### config.mk
export PLATFORM = sky130hd
export DESIGN_NAME = lnfpa_frame
export DESIGN_NICKNAME = d
export VERILOG_FILES = /design/src/rtl/lnfpa_pkg.sv /design/src/rtl/lnfpa_frame.sv /design/src/rtl/lnfpa_fifo.sv /design/src/rtl/lnfpa_cksum.sv
export SDC_FILE = /design/constraint.sdc
export NUM_CORES = 1
export LEC_CHECK = 0
export BUFFER_PORTS_ARGS = -buffer_cell sky130_fd_sc_hd__clkbuf_2
export CAP_MARGIN = 20
export CORE_ASPECT_RATIO = 1.2
export CORE_MARGIN = 2
export CORE_UTILIZATION = 50
export CTS_CLUSTER_DIAMETER = 150
export CTS_CLUSTER_SIZE = 10
export DETAILED_ROUTE_END_ITERATION = 12
export PLACE_DENSITY = 0.78
export SLEW_MARGIN = 20
export SYNTH_ARGS = -nofsm -noshare
export SYNTH_HDL_FRONTEND = slang
export SYNTH_SLANG_ARGS = --single-unit
### constraint.sdc
create_clock -name mclk -period 10.7 [get_ports mclk]
set_input_delay 1.605 -clock mclk [delete_from_list [all_inputs] [get_ports mclk]]
set_output_delay 1.605 -clock mclk [all_outputs]
set_load 0.01 [all_outputs]
### src/rtl/lnfpa_pkg.sv
// Constants shared by the frame handler of the single-wire slave link.
// Assumes a byte-level receiver/transmitter on the same 100 MHz clock.
package lnfpa_pkg;
   // ==========================================================
   // Frame shape
   localparam int unsigned MAX_DATA = 8;
   localparam int unsigned NUM_IDS = 11;
   localparam logic [3:0] READ_FIRST_IDX = 4'h6;
   localparam logic [3:0] RESP_LAST = 4'h8;
   localparam logic [3:0] ASSIGN_LEN = 4'h8;
   // ==========================================================
   // Reserved identifiers and diagnostic codes
   localparam logic [7:0] PID_DIAG_REQ = 8'h3c;
   localparam logic [7:0] PID_DIAG_RESP = 8'h7d;
   localparam logic [5:0] ID_RESERVED_LO = 6'h3c;
   localparam logic [7:0] NAD_BCAST = 8'h7f;
   localparam logic [7:0] PCI_ASSIGN = 8'h06;
   localparam logic [7:0] SID_ASSIGN = 8'hb7;
   localparam logic [7:0] PCI_POS_RESP = 8'h01;
   localparam logic [7:0] RSID_ASSIGN = 8'hf7;
   localparam logic [7:0] RESP_FILL = 8'hff;
   localparam logic [7:0] PID_UNASSIGN = 8'h00;
   localparam logic [7:0] PID_KEEP = 8'hff;
   // ==========================================================
   // Values after reset and answer buffer size
   localparam logic [7:0] TBL_RESET = 8'h00;
   localparam logic [7:0] ACC_RESET = 8'h00;
   localparam int unsigned FIFO_DEPTH = 4;
   localparam int unsigned FIFO_WIDTH = 9;
endpackage

### src/rtl/lnfpa_frame.sv
// Frame handler of the slave node: header classification, checksum,
// identifier table, assignment service and its positive response.
// Assumes a byte receiver on mclk giving header and data bytes as pulses,
// the last byte of a frame flagged, and a byte sender draining tx_*.
`timescale 1ns/10ps
`default_nettype none
// Summary of operation
// - Identifier, one to eight data, checksum
// - Diagnostic frames use data-only checksum
// - Other frames include identifier in checksum
// - Sum with end-around carry, then inverted
// - Two identifier parity bits are checked
// - Master sends header, one slave answers
// - Direct identifier from index 6 only triggers a read
// - Indirect read needs preceding preparing frame
// - Indirect answer carries own node address
// - Prepare-read sequence only for diagnostic identifiers
// - Preparing frame holds address and command
// - Reserved identifiers never used as dynamic
// - Assignment frame layout and classic checksum
// - Four codes stored from start index
// - Code zero unassigns the entry
// - Code 255 keeps the entry
// - Codes stored without parity check
// - Respond only if every request served
// - Four entries per frame, eleven total
// - Table starts unassigned after power-up
// - Address 127 reaches every slave
module lnfpa_frame (
   input wire logic mclk,
   input wire logic reset_n,
   input wire logic [6:0] node_addr,
   input wire logic addr_valid,
   input wire logic hdr_valid,
   input wire logic [7:0] hdr_pid,
   input wire logic rx_valid,
   input wire logic [7:0] rx_data,
   input wire logic rx_last,
   output logic tx_valid,
   input wire logic tx_ready,
   output logic [7:0] tx_data,
   output logic tx_last,
   output logic cmd_valid,
   output logic cmd_read,
   output logic [3:0] cmd_index,
   output logic [3:0] cmd_len,
   output logic [63:0] cmd_data,
   output logic [87:0] pid_table,
   output logic prep_pending
);
   typedef enum logic [1:0] {
      LNFPA_IDLE,
      LNFPA_RX,
      LNFPA_TX
   } lnfpa_state_t;

   typedef struct packed {
      lnfpa_state_t state;
      logic classic;
      logic [3:0] idx;
      logic [3:0] cnt;
      logic [7:0] acc;
      logic [lnfpa_pkg::MAX_DATA-1:0][7:0] buff;
      logic [lnfpa_pkg::NUM_IDS-1:0][7:0] tbl;
      logic prep;
      logic cmd_valid;
      logic cmd_read;
      logic [3:0] cmd_index;
      logic [3:0] cmd_len;
      logic [63:0] cmd_data;
   } lnfpa_frame_st_t;

   lnfpa_frame_st_t q;
   lnfpa_frame_st_t d;
   logic [lnfpa_pkg::NUM_IDS-1:0] hit_vec;
   logic [7:0] ck_in;
   logic [7:0] ck_sum;
   logic [7:0] resp_byte;
   logic fifo_in_valid;
   logic fifo_in_ready;
   logic [8:0] fifo_out;

   // ==========================================================
   // Package constants must fit the fixed port widths
   if (lnfpa_pkg::NUM_IDS * 8 != 88 || lnfpa_pkg::MAX_DATA * 8 != 64
      || lnfpa_pkg::FIFO_WIDTH != 9 || lnfpa_pkg::NUM_IDS > 15)
   begin : g_bad_cfg
      $error("Package constants do not fit the port widths");
   end

   // ==========================================================
   // Parity of a protected identifier
   function automatic logic pid_ok(input logic [7:0] p);
      pid_ok = (p[6] == (p[0] ^ p[1] ^ p[2] ^ p[4]))
         && (p[7] == !(p[1] ^ p[3] ^ p[4] ^ p[5]));
   endfunction

   // ==========================================================
   // Table lookup, one comparator per entry
   for (genvar i = 0; i < lnfpa_pkg::NUM_IDS; i++)
   begin : g_hit
      assign hit_vec[i] = (q.tbl[i] != lnfpa_pkg::PID_UNASSIGN) && (q.tbl[i] == hdr_pid);
   end

   // ==========================================================
   // Response bytes of the positive answer
   always_comb
   begin
      case (q.cnt)
         4'h0: resp_byte = {1'b0, node_addr};
         4'h1: resp_byte = lnfpa_pkg::PCI_POS_RESP;
         4'h2: resp_byte = lnfpa_pkg::RSID_ASSIGN;
         lnfpa_pkg::RESP_LAST: resp_byte = ~q.acc;
         default: resp_byte = lnfpa_pkg::RESP_FILL;
      endcase
   end

   assign ck_in = (q.state == LNFPA_TX) ? resp_byte : rx_data;

   lnfpa_cksum u_cksum (
      .acc(q.acc),
      .data(ck_in),
      .sum(ck_sum)
   );

   // ==========================================================
   // Frame sequencing
   always_comb
   begin
      logic hit;
      logic [3:0] hit_idx;
      logic nad_ok;
      logic all_ok;
      logic [8:0] slot;
      logic [7:0] code;
      d = q;
      hit = 1'b0;
      hit_idx = 4'h0;
      nad_ok = 1'b0;
      all_ok = 1'b1;
      slot = 9'h000;
      code = 8'h00;
      fifo_in_valid = 1'b0;
      d.cmd_valid = 1'b0;
      for (int i = lnfpa_pkg::NUM_IDS - 1; i >= 0; i--)
      begin
         if (hit_vec[i])
         begin
            hit = 1'b1;
            hit_idx = 4'(i);
         end
      end
      case (q.state)
         LNFPA_IDLE:
         begin
            // Node stays silent until its address is known
            if (hdr_valid && addr_valid)
            begin
               // any other header breaks the pairing
               d.prep = 1'b0;
               d.acc = lnfpa_pkg::ACC_RESET;
               d.cnt = 4'h0;
               if (!pid_ok(hdr_pid))
               begin
                  d.state = LNFPA_IDLE;
               end
               else if (hdr_pid == lnfpa_pkg::PID_DIAG_RESP)
               begin
                  // only right after our preparing frame
                  if (q.prep)
                  begin
                     d.state = LNFPA_TX;
                  end
               end
               else if (hdr_pid == lnfpa_pkg::PID_DIAG_REQ)
               begin
                  // identifier kept out of the sum
                  d.classic = 1'b1;
                  d.state = LNFPA_RX;
               end
               else if (hit && hdr_pid[5:0] < lnfpa_pkg::ID_RESERVED_LO)
               begin
                  d.idx = hit_idx;
                  if (hit_idx >= lnfpa_pkg::READ_FIRST_IDX)
                  begin
                     d.cmd_valid = 1'b1;
                     d.cmd_read = 1'b1;
                     d.cmd_index = hit_idx;
                     d.cmd_len = 4'h0;
                  end
                  else
                  begin
                     d.classic = 1'b0;
                     d.acc = hdr_pid;
                     d.state = LNFPA_RX;
                  end
               end
            end
         end
         LNFPA_RX:
         begin
            if (rx_valid && rx_last)
            begin
               d.state = LNFPA_IDLE;
               if (q.cnt != 4'h0 && (~q.acc) == rx_data)
               begin
                  if (q.classic)
                  begin
                     nad_ok = (q.buff[0] == {1'b0, node_addr})
                        || (q.buff[0] == lnfpa_pkg::NAD_BCAST);
                     if (nad_ok && q.cnt == lnfpa_pkg::ASSIGN_LEN
                        && q.buff[1] == lnfpa_pkg::PCI_ASSIGN
                        && q.buff[2] == lnfpa_pkg::SID_ASSIGN)
                     begin
                        for (int k = 0; k < 4; k++)
                        begin
                           code = q.buff[4+k];
                           slot = {1'b0, q.buff[3]} + 9'(k);
                           if (code != lnfpa_pkg::PID_KEEP)
                           begin
                              if (slot < 9'(lnfpa_pkg::NUM_IDS))
                              begin
                                 d.tbl[slot[3:0]] = code;
                              end
                              else
                              begin
                                 all_ok = 1'b0;
                              end
                           end
                        end
                        d.prep = all_ok;
                     end
                  end
                  else
                  begin
                     d.cmd_valid = 1'b1;
                     d.cmd_read = 1'b0;
                     d.cmd_index = q.idx;
                     d.cmd_len = q.cnt;
                     d.cmd_data = q.buff;
                  end
               end
            end
            else if (rx_valid)
            begin
               // more than eight data bytes drop the frame
               if (q.cnt == 4'(lnfpa_pkg::MAX_DATA))
               begin
                  d.state = LNFPA_IDLE;
               end
               else
               begin
                  d.buff[q.cnt[2:0]] = rx_data;
                  d.cnt = q.cnt + 4'h1;
                  d.acc = ck_sum;
               end
            end
         end
         LNFPA_TX:
         begin
            // Sender stall simply holds the answer in place
            fifo_in_valid = 1'b1;
            if (fifo_in_ready)
            begin
               d.acc = ck_sum;
               d.cnt = q.cnt + 4'h1;
               if (q.cnt == lnfpa_pkg::RESP_LAST)
               begin
                  d.state = LNFPA_IDLE;
               end
            end
         end
         default:
         begin
            d.state = LNFPA_IDLE;
         end
      endcase
   end

   // ==========================================================
   // State register
   always_ff @(posedge mclk or negedge reset_n)
   begin
      if (!reset_n)
      begin
         q <= '0;
         q.state <= LNFPA_IDLE;
         q.tbl <= {lnfpa_pkg::NUM_IDS{lnfpa_pkg::TBL_RESET}};
      end
      else
      begin
         q <= d;
      end
   end

   // ==========================================================
   // Answer buffer toward the byte sender
   lnfpa_fifo #(
      .WIDTH(lnfpa_pkg::FIFO_WIDTH),
      .DEPTH(lnfpa_pkg::FIFO_DEPTH)
   ) u_fifo (
      .mclk(mclk),
      .reset_n(reset_n),
      .in_valid(fifo_in_valid),
      .in_ready(fifo_in_ready),
      .in_data({q.cnt == lnfpa_pkg::RESP_LAST, resp_byte}),
      .out_valid(tx_valid),
      .out_ready(tx_ready),
      .out_data(fifo_out)
   );

   assign tx_data = fifo_out[7:0];
   assign tx_last = fifo_out[8];
   assign cmd_valid = q.cmd_valid;
   assign cmd_read = q.cmd_read;
   assign cmd_index = q.cmd_index;
   assign cmd_len = q.cmd_len;
   assign cmd_data = q.cmd_data;
   assign pid_table = q.tbl;
   assign prep_pending = q.prep;
endmodule
`default_nettype wire

### src/rtl/lnfpa_fifo.sv
// Small flip-flop FIFO with valid/ready on both sides.
// Assumes both sides on mclk; depth a power of two.
`timescale 1ns/10ps
`default_nettype none
module lnfpa_fifo #(
   parameter int unsigned WIDTH = 9,
   parameter int unsigned DEPTH = 4
) (
   input wire logic mclk,
   input wire logic reset_n,
   input wire logic in_valid,
   output logic in_ready,
   input wire logic [WIDTH-1:0] in_data,
   output logic out_valid,
   input wire logic out_ready,
   output logic [WIDTH-1:0] out_data
);
   localparam int unsigned AW = (DEPTH > 1) ? $clog2(DEPTH) : 1;

   // ==========================================================
   // Parameter check
   if (DEPTH < 2 || (DEPTH & (DEPTH - 1)) != 0 || WIDTH < 1)
   begin : g_bad
      $error("FIFO depth must be a power of two of at least 2");
   end

   typedef struct packed {
      logic [DEPTH-1:0][WIDTH-1:0] mem;
      logic [AW-1:0] wp;
      logic [AW-1:0] rp;
      logic [AW:0] cnt;
      logic vld;
      logic [WIDTH-1:0] hd;
   } lnfpa_fifo_st_t;

   lnfpa_fifo_st_t q;
   lnfpa_fifo_st_t d;
   logic push;
   logic pop;

   // ==========================================================
   // Next state
   always_comb
   begin
      d = q;
      push = in_valid && in_ready;
      pop = out_valid && out_ready;
      if (push)
      begin
         d.mem[q.wp] = in_data;
         d.wp = q.wp + 1'b1;
      end
      if (pop)
      begin
         d.rp = q.rp + 1'b1;
      end
      if (push && !pop)
      begin
         d.cnt = q.cnt + 1'b1;
      end
      else if (pop && !push)
      begin
         d.cnt = q.cnt - 1'b1;
      end
      // Head and valid registered so the sender sees flop outputs
      d.vld = (d.cnt != '0);
      d.hd = d.mem[d.rp];
   end

   always_ff @(posedge mclk or negedge reset_n)
   begin
      if (!reset_n)
      begin
         q <= '0;
      end
      else
      begin
         q <= d;
      end
   end

   // Full holds off the writer, so back-pressure reaches the source
   assign in_ready = (q.cnt != DEPTH[AW:0]);
   assign out_valid = q.vld;
   assign out_data = q.hd;
endmodule
`default_nettype wire

### src/rtl/lnfpa_cksum.sv
// One step of the link checksum: 8-bit add with end-around carry.
// Purely combinational; the caller holds the running value.
`timescale 1ns/10ps
`default_nettype none
module lnfpa_cksum (
   input wire logic [7:0] acc,
   input wire logic [7:0] data,
   output logic [7:0] sum
);
   logic [8:0] raw;

   // ==========================================================
   // Carry folded back into bit 0
   always_comb
   begin
      raw = {1'b0, acc} + {1'b0, data};
      sum = raw[7:0] + {7'h00, raw[8]};
   end
endmodule
`default_nettype wire

**Word-level counts from Yosys, hierarchy flattened**

Index checks and enable logic that the tools add are counted.

- Input bits: 30
- Output and inout port bits: 173
- Word-level logic and storage cells: 307
- Register bits: 299

- Reductions and logical operators: 60
- Magnitude comparators: 19
- Equal/unequal tests: 50
- Bitwise gates (word level): 12
- Multiplexer cells: 117
- Add/subtract/negate cells: 10

Operators with widths:

| operator | number |
|---|---|
| 2-to-1 mux 88 bit | 23 |
| bitwise mux 88 bit | 4 |
| 2-to-1 mux 76 bit | 3 |
| 2-to-1 mux 75 bit | 2 |
| demux 8 bit (select 4 bit) | 4 |
| equality test 8 bit | 12 |
| 2-to-1 mux 8 bit | 11 |
| nonzero test 8 bit | 11 |
| 2-to-1 mux 74 bit | 1 |
| bitwise mux 64 bit | 1 |
| 2-to-1 mux 10 bit | 5 |
| 2-to-1 mux 4 bit | 12 |
| 2-to-1 mux 38 bit | 1 |
| bitwise mux 36 bit | 1 |
| case mux 12 bit (3 select lines) | 1 |
| inequality test 8 bit (second input constant) | 4 |
| case mux 8 bit (4 select lines) | 1 |
| inequality test 2 bit (second input constant) | 15 |
| AND reduction 6 bit | 5 |
| logical AND 1 bit | 29 |
| < comparator 9 x 4 -> 1 bit (second input constant) | 3 |
| demux 8 bit (select 3 bit) | 1 |
| 2-to-1 mux 1 bit | 22 |
| case mux 11 bit (2 select lines) | 1 |
| other kinds (56) | 95 |

**Longest topological paths before layout**

Gate-level depths: netlist of run 1.

- Depth after elaboration: 31
- Depth in mapped cells: 22
- Mapped depth without buffers: 21

**Hierarchy**

Synthesis of run 1 repeated with hierarchy kept, for this count alone.

- Cells, all modules: 2248
- Area total of the unflattened synthesis: 20507.2 um^2

Modules (own cells, without submodules):

| module | instances | sequential area each (um^2) | area an instance (um^2) | cells each |
|---|---|---|---|---|
| lnfpa_frame | 1 | 6155.9 | 17574.4 | 2042 |
| lnfpa_fifo | 1 | 1326.3 | 2432.3 | 146 |
| lnfpa_cksum | 1 | 0.0 | 500.5 | 60 |

**Worst setup path before layout of run 1**

Ideal clock, no wire load.

- Kind: input port to flip-flop
- From: in node_addr[0]
- To: reg q[234] (netlist bit)
- Arrival time: 4.324 ns
- Setup time: 0.133 ns
- Required time: 10.567 ns
- Buffers on the path: 0
- Stages on the path: 19
- Path slack: 6.243 ns
- Cell sequence: nor2_1 -> a21oi_1 -> nor3_1 -> a21oi_1 -> ha_1 -> inv_1 -> fa_1 -> nor2b_1 -> o31a_1 -> o31a_1 -> o21ai_0 -> nand2b_1 -> ha_1 -> and3_1 -> and3_1 -> nand3_1 -> xnor2_1 -> a221oi_1 -> a21oi_1

- Cells in the longest elaborated chain, start to end: 8
- Elaborated cells between the ends (all ways): 9
- Those cells by class: 2 x add/sub; 7 x mux

Ends and longest elaborated chain:

| item | line | source |
|---|---|---|
| from (decl) | lnfpa_frame.sv:32 | `input wire logic [6:0] node_addr,` |
| case mux 8 bit (4 select lines) * | lnfpa_frame.sv:109 | `case (q.cnt)` |
| 2-to-1 mux 8 bit * | lnfpa_frame.sv:118 | `assign ck_in = (q.state == LNFPA_TX) ? resp_byte : rx_data;` |
| adder 8 x 8 -> 9 bit * | lnfpa_cksum.sv:16 | `raw = {1'b0, acc} + {1'b0, data};` |
| adder 8 x 1 -> 8 bit * | lnfpa_cksum.sv:17 | `sum = raw[7:0] + {7'h00, raw[8]};` |
| 2-to-1 mux 76 bit | lnfpa_frame.sv:247 | `if (q.cnt == 4'(lnfpa_pkg::MAX_DATA))` |
| 2-to-1 mux 76 bit | lnfpa_frame.sv:244 | `else if (rx_valid)` |
| 2-to-1 mux 76 bit | lnfpa_frame.sv:202 | `if (rx_valid && rx_last)` |
| case mux 12 bit (3 select lines) * | lnfpa_frame.sv:153 | `case (q.state)` |
| to (decl) | lnfpa_frame.sv:73 | `lnfpa_frame_st_t q;` |

Mark *: on every way between the ends. The rest lies on a longest branch, timed or not. The select of a mux whose other input is x is not followed.
A chain may end at the register's enable or synchronous reset.

**Worst setup path after layout of run 1**

- From: reg q[236] (netlist bit)
- To: reg q (netlist bit pid_table[26])

- Cells in the longest elaborated chain, start to end: 5
- Elaborated cells between the ends (all ways): 7
- Those cells by class: 1 x eq/ne; 6 x reduce/logical

Ends and longest elaborated chain:

| item | line | source |
|---|---|---|
| equality test 4 bit | lnfpa_frame.sv:211 | `if (nad_ok && q.cnt == lnfpa_pkg::ASSIGN_LEN` |
| logical AND 1 bit | lnfpa_frame.sv:211 |  |
| logical AND 1 bit | lnfpa_frame.sv:212 | `&& q.buff[1] == lnfpa_pkg::PCI_ASSIGN` |
| logical AND 1 bit | lnfpa_frame.sv:213 | `&& q.buff[2] == lnfpa_pkg::SID_ASSIGN)` |
| AND reduction 5 bit (no line) * | -- |  |

Mark *: on every way between the ends. The rest lies on a longest branch, timed or not.

==> qor.txt, run 1 <==
post-cts sizing count: 0
initial core utilization: 50.8%
Residual DRC: 0
Placer Congestion: 0.983
pre-CTS setup slack: 5.54 ns
area grow syn2layout: 4.08%
slowest stage delay, CP: 0.92 ns
CTS tree: built
Met3 Routed Length: 6300 µm
top sig layer: met4
# IOs: 203
Final Skew: 0.0191 ns
DR vias/cell: 6.51
VDD IR max: 0.0848 mV
drt pass-1 iters: 8
layout cells sized above 1: 25.7%
Startpoint Class: flip-flop
Core Area: 38800 µm²
overall power: 0.00240 W
DR iter-0 viols: 1919
total die area: 41100 µm²
clk root buf: clkbuf_16
most common cell after layout, fill and taps aside: dfrtp_1
Hold Slack: 0.475 ns
final net count: 2027
Post-Route WL: 62300 µm
Detail Route Antenna Nets: 0
leakage power: 9.90 nW
largest net degree at the start of global routing: 106
fin crit period: 5.25 ns
status: finished, final reports clean
Main synth FF type: dfrtp_1
DP Cell Count: 2451
crit path max-delay cell type: buf_4
Post-synth EDFFs: 0
TritonCTS Buffers: 35
setup violators final: 0
PortBufs: 202
post-synthesis instance total: 2013
Worst-Margin Slew: 1.20 ns
CTS Hold Bufs: 0
number of global-route vias before repair: 16100
Final period util: 49.1%
commonest non-fill, non-tap cells in the layout: dfrtp_1 (299), clkbuf_2 (201), mux2_2 (184)
initial antenna violation count: 0
required time worst endpoint: 11.07 ns
row cnt: 79
Post-Syn Area: 19700 µm²
final-layout fill cell count: 3374
Fin. Hold Viols: 0
Clock Latency Late Sink: 0.54 ns
FMAX: 190 MHz
H-Tree Depth: 2
maxcap violations: 0
Worst EP arrival: 5.62 ns
flops & latches, synth: 299
crit path cell chain: inv_1, ha_1, nor2b_1, nand2_1, nor4_1, nand4b_1, nor3_4, buf_4, buf_4, and3b_1, a221oi_2
Final WS setup: 5.45 ns
power density cells: 117 nW/µm²
unrepaired setup endpoints after global routing: no
CTS Buffer Depth: 3
Ys Warns: 0
DR WL/cell: 25.0 µm
gr usage total: 29.9%
Die Span Y: 222 µm
Syn Nets: 2078
Setup TNS: 0 ns
setup bufs post-CTS: 0
Synth async-reset ratio: 100%
Clock Sinks: 299
average instance area after synthesis: 9.80 µm²
DR vias: 16200
first-pass GRT wire length: 95100 µm
Crit. End Element: flip-flop
WL met1: 23300 µm
WL met2: 28200 µm
sequential fraction of the synthesis area: 37.9%
clock-pin slew on the worst setup and hold paths: 0.06 ns
Netlist cell types: 75
Final HPWL DP: 41500 µm
Worst Path Max Fanout: 95
final slew viol count: 0
Layout Cells excl Fill: 2491
total grt overflow: 0
Rel. slew slack: 19.4%
most common cell type on the critical path: buf_4
Die X: 185 µm
Worst Setup Path Type: flip-flop to flip-flop
min-delay worst type: flip-flop to flip-flop
[Yosys cell counts, drive strengths merged, types with 30 or more instances]
library cell    n  area, µm²
nand3          35        185
nor2          139        527
nand2         145        544
mux2i          95        951
mux2          184       2070
nor4           30        209
a31oi          38        238
dfrtp         299       7480
ha             34        425
o21ai         119        596
inv            33        124
xor2           75        676
and2           38        238
clkbuf         67        254
xnor2          43        377
a221oi         47        556
buf           238       1670
a21oi          57        285
o22ai          56        350
[worst max-delay path: cells and delay by family (launching register included)]
| kind | cells | cell delay (ns) |
|---|---|---|
| AOI/OAI and AO/OA | 1 | 0.12 |
| adders and majority gates | 1 | 0.22 |
| and+or+nand+nor | 6 | 2.39 |
| DFF | 1 | 0.55 |
| buffers and inverters | 3 | 1.74 |
[cells by family (layout without fill, tap and decap cells)]
family / count (synthesis) / count (layout) / synth area share (%)
simple gates: 527 / 527 / 13.6
compound gates: 406 / 406 / 14.1
buf+inv: 338 / 288 / 10.4
flops: 299 / 299 / 37.9
mux: 288 / 288 / 16.3
xor+xnor: 118 / 118 / 5.33
fa+ha+maj: 37 / 37 / 2.36
other cells: 0 / 2 / 0
[report_power, final]
part	internal [W]	switching, W
clock	0.000582	0.000451
combinational	0.0000708	0.000135
sequential	0.00115	0.0000116
total	0.00180	0.000598
[stage by stage]
| step | area, µm² | util [%] |
|---|---|---|
| final | 20500 | 52.9 |
| after floorplan | 19700 | - |
| after CTS | 20500 | 52.8 |
| after detailed placement | 19600 | 50.5 |
| after global placement | 19600 | 50.5 |
| after global routing | 20500 | 52.9 |
[metal layers]
layer / up-vias / track usage (%)
met5: - / 0
met4: 0 / 19.1
met3: 317 / 6.90
met2: 1022 / 46.1
met1: 7917 / 37.6
li1: 6968 / -
[final timing paths]
path / end / cells past startpoint / startpoint / slack, ns
hold / removal: q[242] / 1 / q[242] / 0.47
setup / recovery: pid_table[26] / 11 / q[236] / 5.45
min in group asynchronous: cmd_data[49] / 1 / reset_n / 1.10
max in group asynchronous: async pin / 3 / reset_n / 7.48
hold reg to reg: q[242] / 1 / q[242] / 0.47
setup reg to reg: pid_table[26] / 11 / q[236] / 5.45
[final cells by class]
type / instances / area (µm²) / area share (%)
antenna: 2 / 5.00 / 0.0244
inverter: 33 / 124 / 0.603
clock inverter: 2 / 28.8 / 0.140
clock buffer: 36 / 880 / 4.28
sequential: 299 / 7480 / 36.4
multi-input combinational: 1376 / 10200 / 49.8
tap: 526 / 658 / 3.20
timing repair buffer: 217 / 1140 / 5.54
No activity file was read; power rests on OpenSTA's default activity.
==> run 2, diff against run 1 <==
--- a/config.mk
+++ b/config.mk
@@ -5,6 +5,7 @@
 export SDC_FILE = /design/constraint.sdc
 export NUM_CORES = 1
 export LEC_CHECK = 0
+export ABC_AREA = 1
 export BUFFER_PORTS_ARGS = -buffer_cell sky130_fd_sc_hd__clkbuf_2
 export CAP_MARGIN = 20
 export CORE_ASPECT_RATIO = 1.2
==> constraint.sdc (replaced) <==
create_clock -name mclk -period 5.2 [get_ports mclk]
set_input_delay 0.78 -clock mclk [delete_from_list [all_inputs] [get_ports mclk]]
set_output_delay 0.78 -clock mclk [all_outputs]
set_load 0.01 [all_outputs]
==> qor.txt, run 2 <==
status: finished, final reports clean
Crit. End Element: flip-flop
total grt overflow: 0 (unchanged)
CTS Hold Bufs: 0 (unchanged)
TritonCTS Buffers: 35 (unchanged)
gr usage total: 34.9% (+5.0 points)
Die X: 189 µm (+2.1%)
most common cell after layout, fill and taps aside: nand2_1
Worst Setup Path Type: flip-flop to flip-flop
Layout Cells excl Fill: 3506 (+41%)
required time worst endpoint: 5.62 ns (-5.45 ns)
DR vias: 20600 (+27%)
Sw Ratio: 29.9% (+5.0 points)
average instance area after synthesis: 6.86 µm² (-30%)
area leader, netlist: dfrtp_1
commonest non-fill, non-tap cells in the layout: nand2_1 (1007), dfrtp_1 (298), nor2_1 (254)
Ys Warns: 0 (unchanged)
most common cell in the netlist: nand2_1
Detail Route Antenna Nets: 0 (unchanged)
clock-pin slew on the worst setup and hold paths: 0.06 ns (about the same)
initial antenna violation count: 0 (unchanged)
Sw Pwr: 0.00167 W (+180%)
Final HPWL DP: 52100 µm (+26%)
Netlist cell types: 49 (-35%)
crit path max-delay cell type: fa_1
Fin. Hold Viols: 0 (unchanged)
Setup TNS: 0 ns (unchanged)
most common cell type on the critical path: inv_1
Post-Syn Area: 20600 µm² (+4.4%)
synth cell count leaders: nand2_1 (1007), dfrtp_1 (299), nor2_1 (254), o21ai_0 (246), inv_1 (242)
CTS tree: built
Synth async-reset ratio: 100% (unchanged)
Clock Latency Late Sink: 0.55 ns (about the same)
flops & latches, synth: 299 (unchanged)
multi-input logic area: 10300 µm² (+0.38%)
FMAX: 215 MHz (+13%)
fin crit period: 4.64 ns (-0.607 ns)
Residual DRC: 0 (unchanged)
row cnt: 81 (+2.5%)
Worst Path Max Fanout: 8 (-92%)
register area: 7480 µm² (about the same)
PortBufs: 202 (unchanged)
Placer Congestion: 1.00 (+2.3%)
clk root buf: clkbuf_16
Synth area leaders: dfrtp_1 (36%), nand2_1 (18%), buf_4 (6.2%), o21ai_0 (6.0%), nor2_1 (4.6%)
slowest stage delay, CP: 0.41 ns (-0.51 ns)
layout cells sized above 1: 11.8% (-14 points)
drt pass-1 iters: 8 (unchanged)
first-pass GRT wire length: 114000 µm (+19%)
Final period util: 89.3% (+40 points)
Hold Slack: 0.215 ns (-0.260 ns)
sequential fraction of the synthesis area: 36.3% (-1.6 points)
final-layout fill cell count: 3887 (+15%)
maxcap violations: 0 (unchanged)
H-Tree Depth: 2 (unchanged)
Syn Nets: 3070 (+48%)
Core Area: 40700 µm² (+4.9%)
Clock Sinks: 299 (unchanged)
overall power: 0.00557 W (+130%)
VDD IR max: 0.257 mV (+200%)
power density cells: 257 nW/µm² (+120%)
CTS Buffer Depth: 3 (unchanged)
initial core utilization: 50.6% (-0.22 points)
Post-synth EDFFs: 0 (unchanged)
final slew viol count: 0 (unchanged)
Final Skew: 0.0255 ns (+0.00639 ns)
largest net degree at the start of global routing: 112 (+5.7%)
Main synth FF type: dfrtp_1
# IOs: 203 (unchanged)
Startpoint Class: flip-flop
DP Cell Count: 3467 (+41%)
Die Span Y: 226 µm (+2.1%)
setup bufs post-CTS: 0 (unchanged)
area grow syn2layout: 5.01%
setup violators final: 0 (unchanged)
post-synthesis instance total: 3005 (+49%)
Post-Route WL: 76300 µm (+22%)
Worst EP arrival: 5.06 ns (-0.56 ns)
DR WL/cell: 21.8 µm (-13%)
unrepaired setup endpoints after global routing: no
leakage power: 11.0 nW (+11%)
final net count: 3030 (+49%)
min-delay worst type: primary input to async pin
DR iter-0 viols: 2315 (+21%)
sequential share of power: 44.3% (-4.0 points)
number of global-route vias before repair: 19200 (+19%)
DR vias/cell: 5.89 (-9.6%)
post-synth top area share: 36.3% (-1.6 points)
Rel. slew slack: 34.4% (+15 points)
antenna cells: 0 (-2)
total die area: 42900 µm² (+4.3%)
Pint: 0.00391 W (+120%)
power share of the clock group: 39.9% (-3.2 points)
Comb pwr share: 15.8% (+7.2 points)
Worst-Margin Slew: 0.975 ns (-0.224 ns)
==> run 2: cell count changes after synthesis, sizes merged, moves of 95 or more <==
cell and change:
inv +214, mux2 -183, nand2 +862, mux2i -95, o21ai +143, o211ai +98, nor2 +131
==> run 2: per-layer routing <==
layer / routed length, µm / global-route usage (%)
met5: 0 / 0
met4: 5850 / 23.1
met3: 7480 / 7.38
met2: 35400 / 57.3
met1: 27500 / 41.5
==> run 2: cell families after synthesis <==
kind of cell | after synthesis | synth area share [%]
multiplexers | 1 | 0.0546
adder cells (fa/ha/maj) | 35 | 2.16
AND/OR/NAND/NOR | 1491 | 30.0
AO/OA/AOI/OAI | 562 | 15.4
flip-flops | 299 | 36.3
buffers and inverters | 571 | 14.1
XOR/XNOR | 46 | 1.95
==> run 2: power groups by stage <==
stage,Clock (W),Combinational [W],Sequential (W)
6_report,0.00222,0.000880,0.00247
5_1_grt,0.00232,0.000964,0.00247
4_1_cts,0.00224,0.000868,0.00247
3_5_place_dp,0,0.000861,0.00251
3_3_place_gp,0,0.000845,0.00250
2_1_floorplan,0,0.000543,0.00249
==> run 2: worst paths after layout <==
check                              from       endpoint  slack, ns  cells after the start
min in group mclk          u_fifo.q[17]   u_fifo.q[17]       0.47                      2
hold / removal                  reset_n    cmd_data[1]       0.21                      1
hold reg to reg            u_fifo.q[17]   u_fifo.q[17]       0.47                      2
max in group asynchronous       reset_n  pid_table[15]       3.92                      2
setup reg to reg                 q[236]         q[233]       0.56                     31
setup / recovery                 q[236]         q[233]       0.56                     31
==> run 2: worst max-delay path: cells and delay by family, from the launching register on <==
kind,cells,cell delay [ns]
compound gates,6,0.91
fa+ha+maj,5,1.26
simple gates,11,1.20
flops,1,0.39
xor+xnor,1,0.08
buf+inv,8,0.68
==> run 2: through the flow <==
| stage | setup WS, ns | instance area [µm²] | util (%) |
|---|---|---|---|
| after global placement | 0.507 | 20700 | 50.7 |
| after CTS | 0.372 | 21600 | 53.1 |
| after detailed placement | 0.379 | 20700 | 50.7 |
| after global routing | 0.0754 | 21600 | 53.1 |
| final | 0.558 | 21600 | 53.1 |
| after floorplan | 0.734 | 20600 | - |
==> run 2: repair_timing <==
item | 4_1_cts | 5_1_grt
hold endpoints to repair | 0 | 0
endpoints found under the setup margin | 0 | 2
gates resized for setup | 0 | 5
==> run 2: cell type report <==
class                   instances  area share [%]
inverters                     259            4.50
clock inverters                 1          0.0925
repair buffers                235            5.98
multi-input cells            2135            47.4
clock buffers                  38            4.30
flip-flops and latches        299            34.6
well taps                     539            3.12
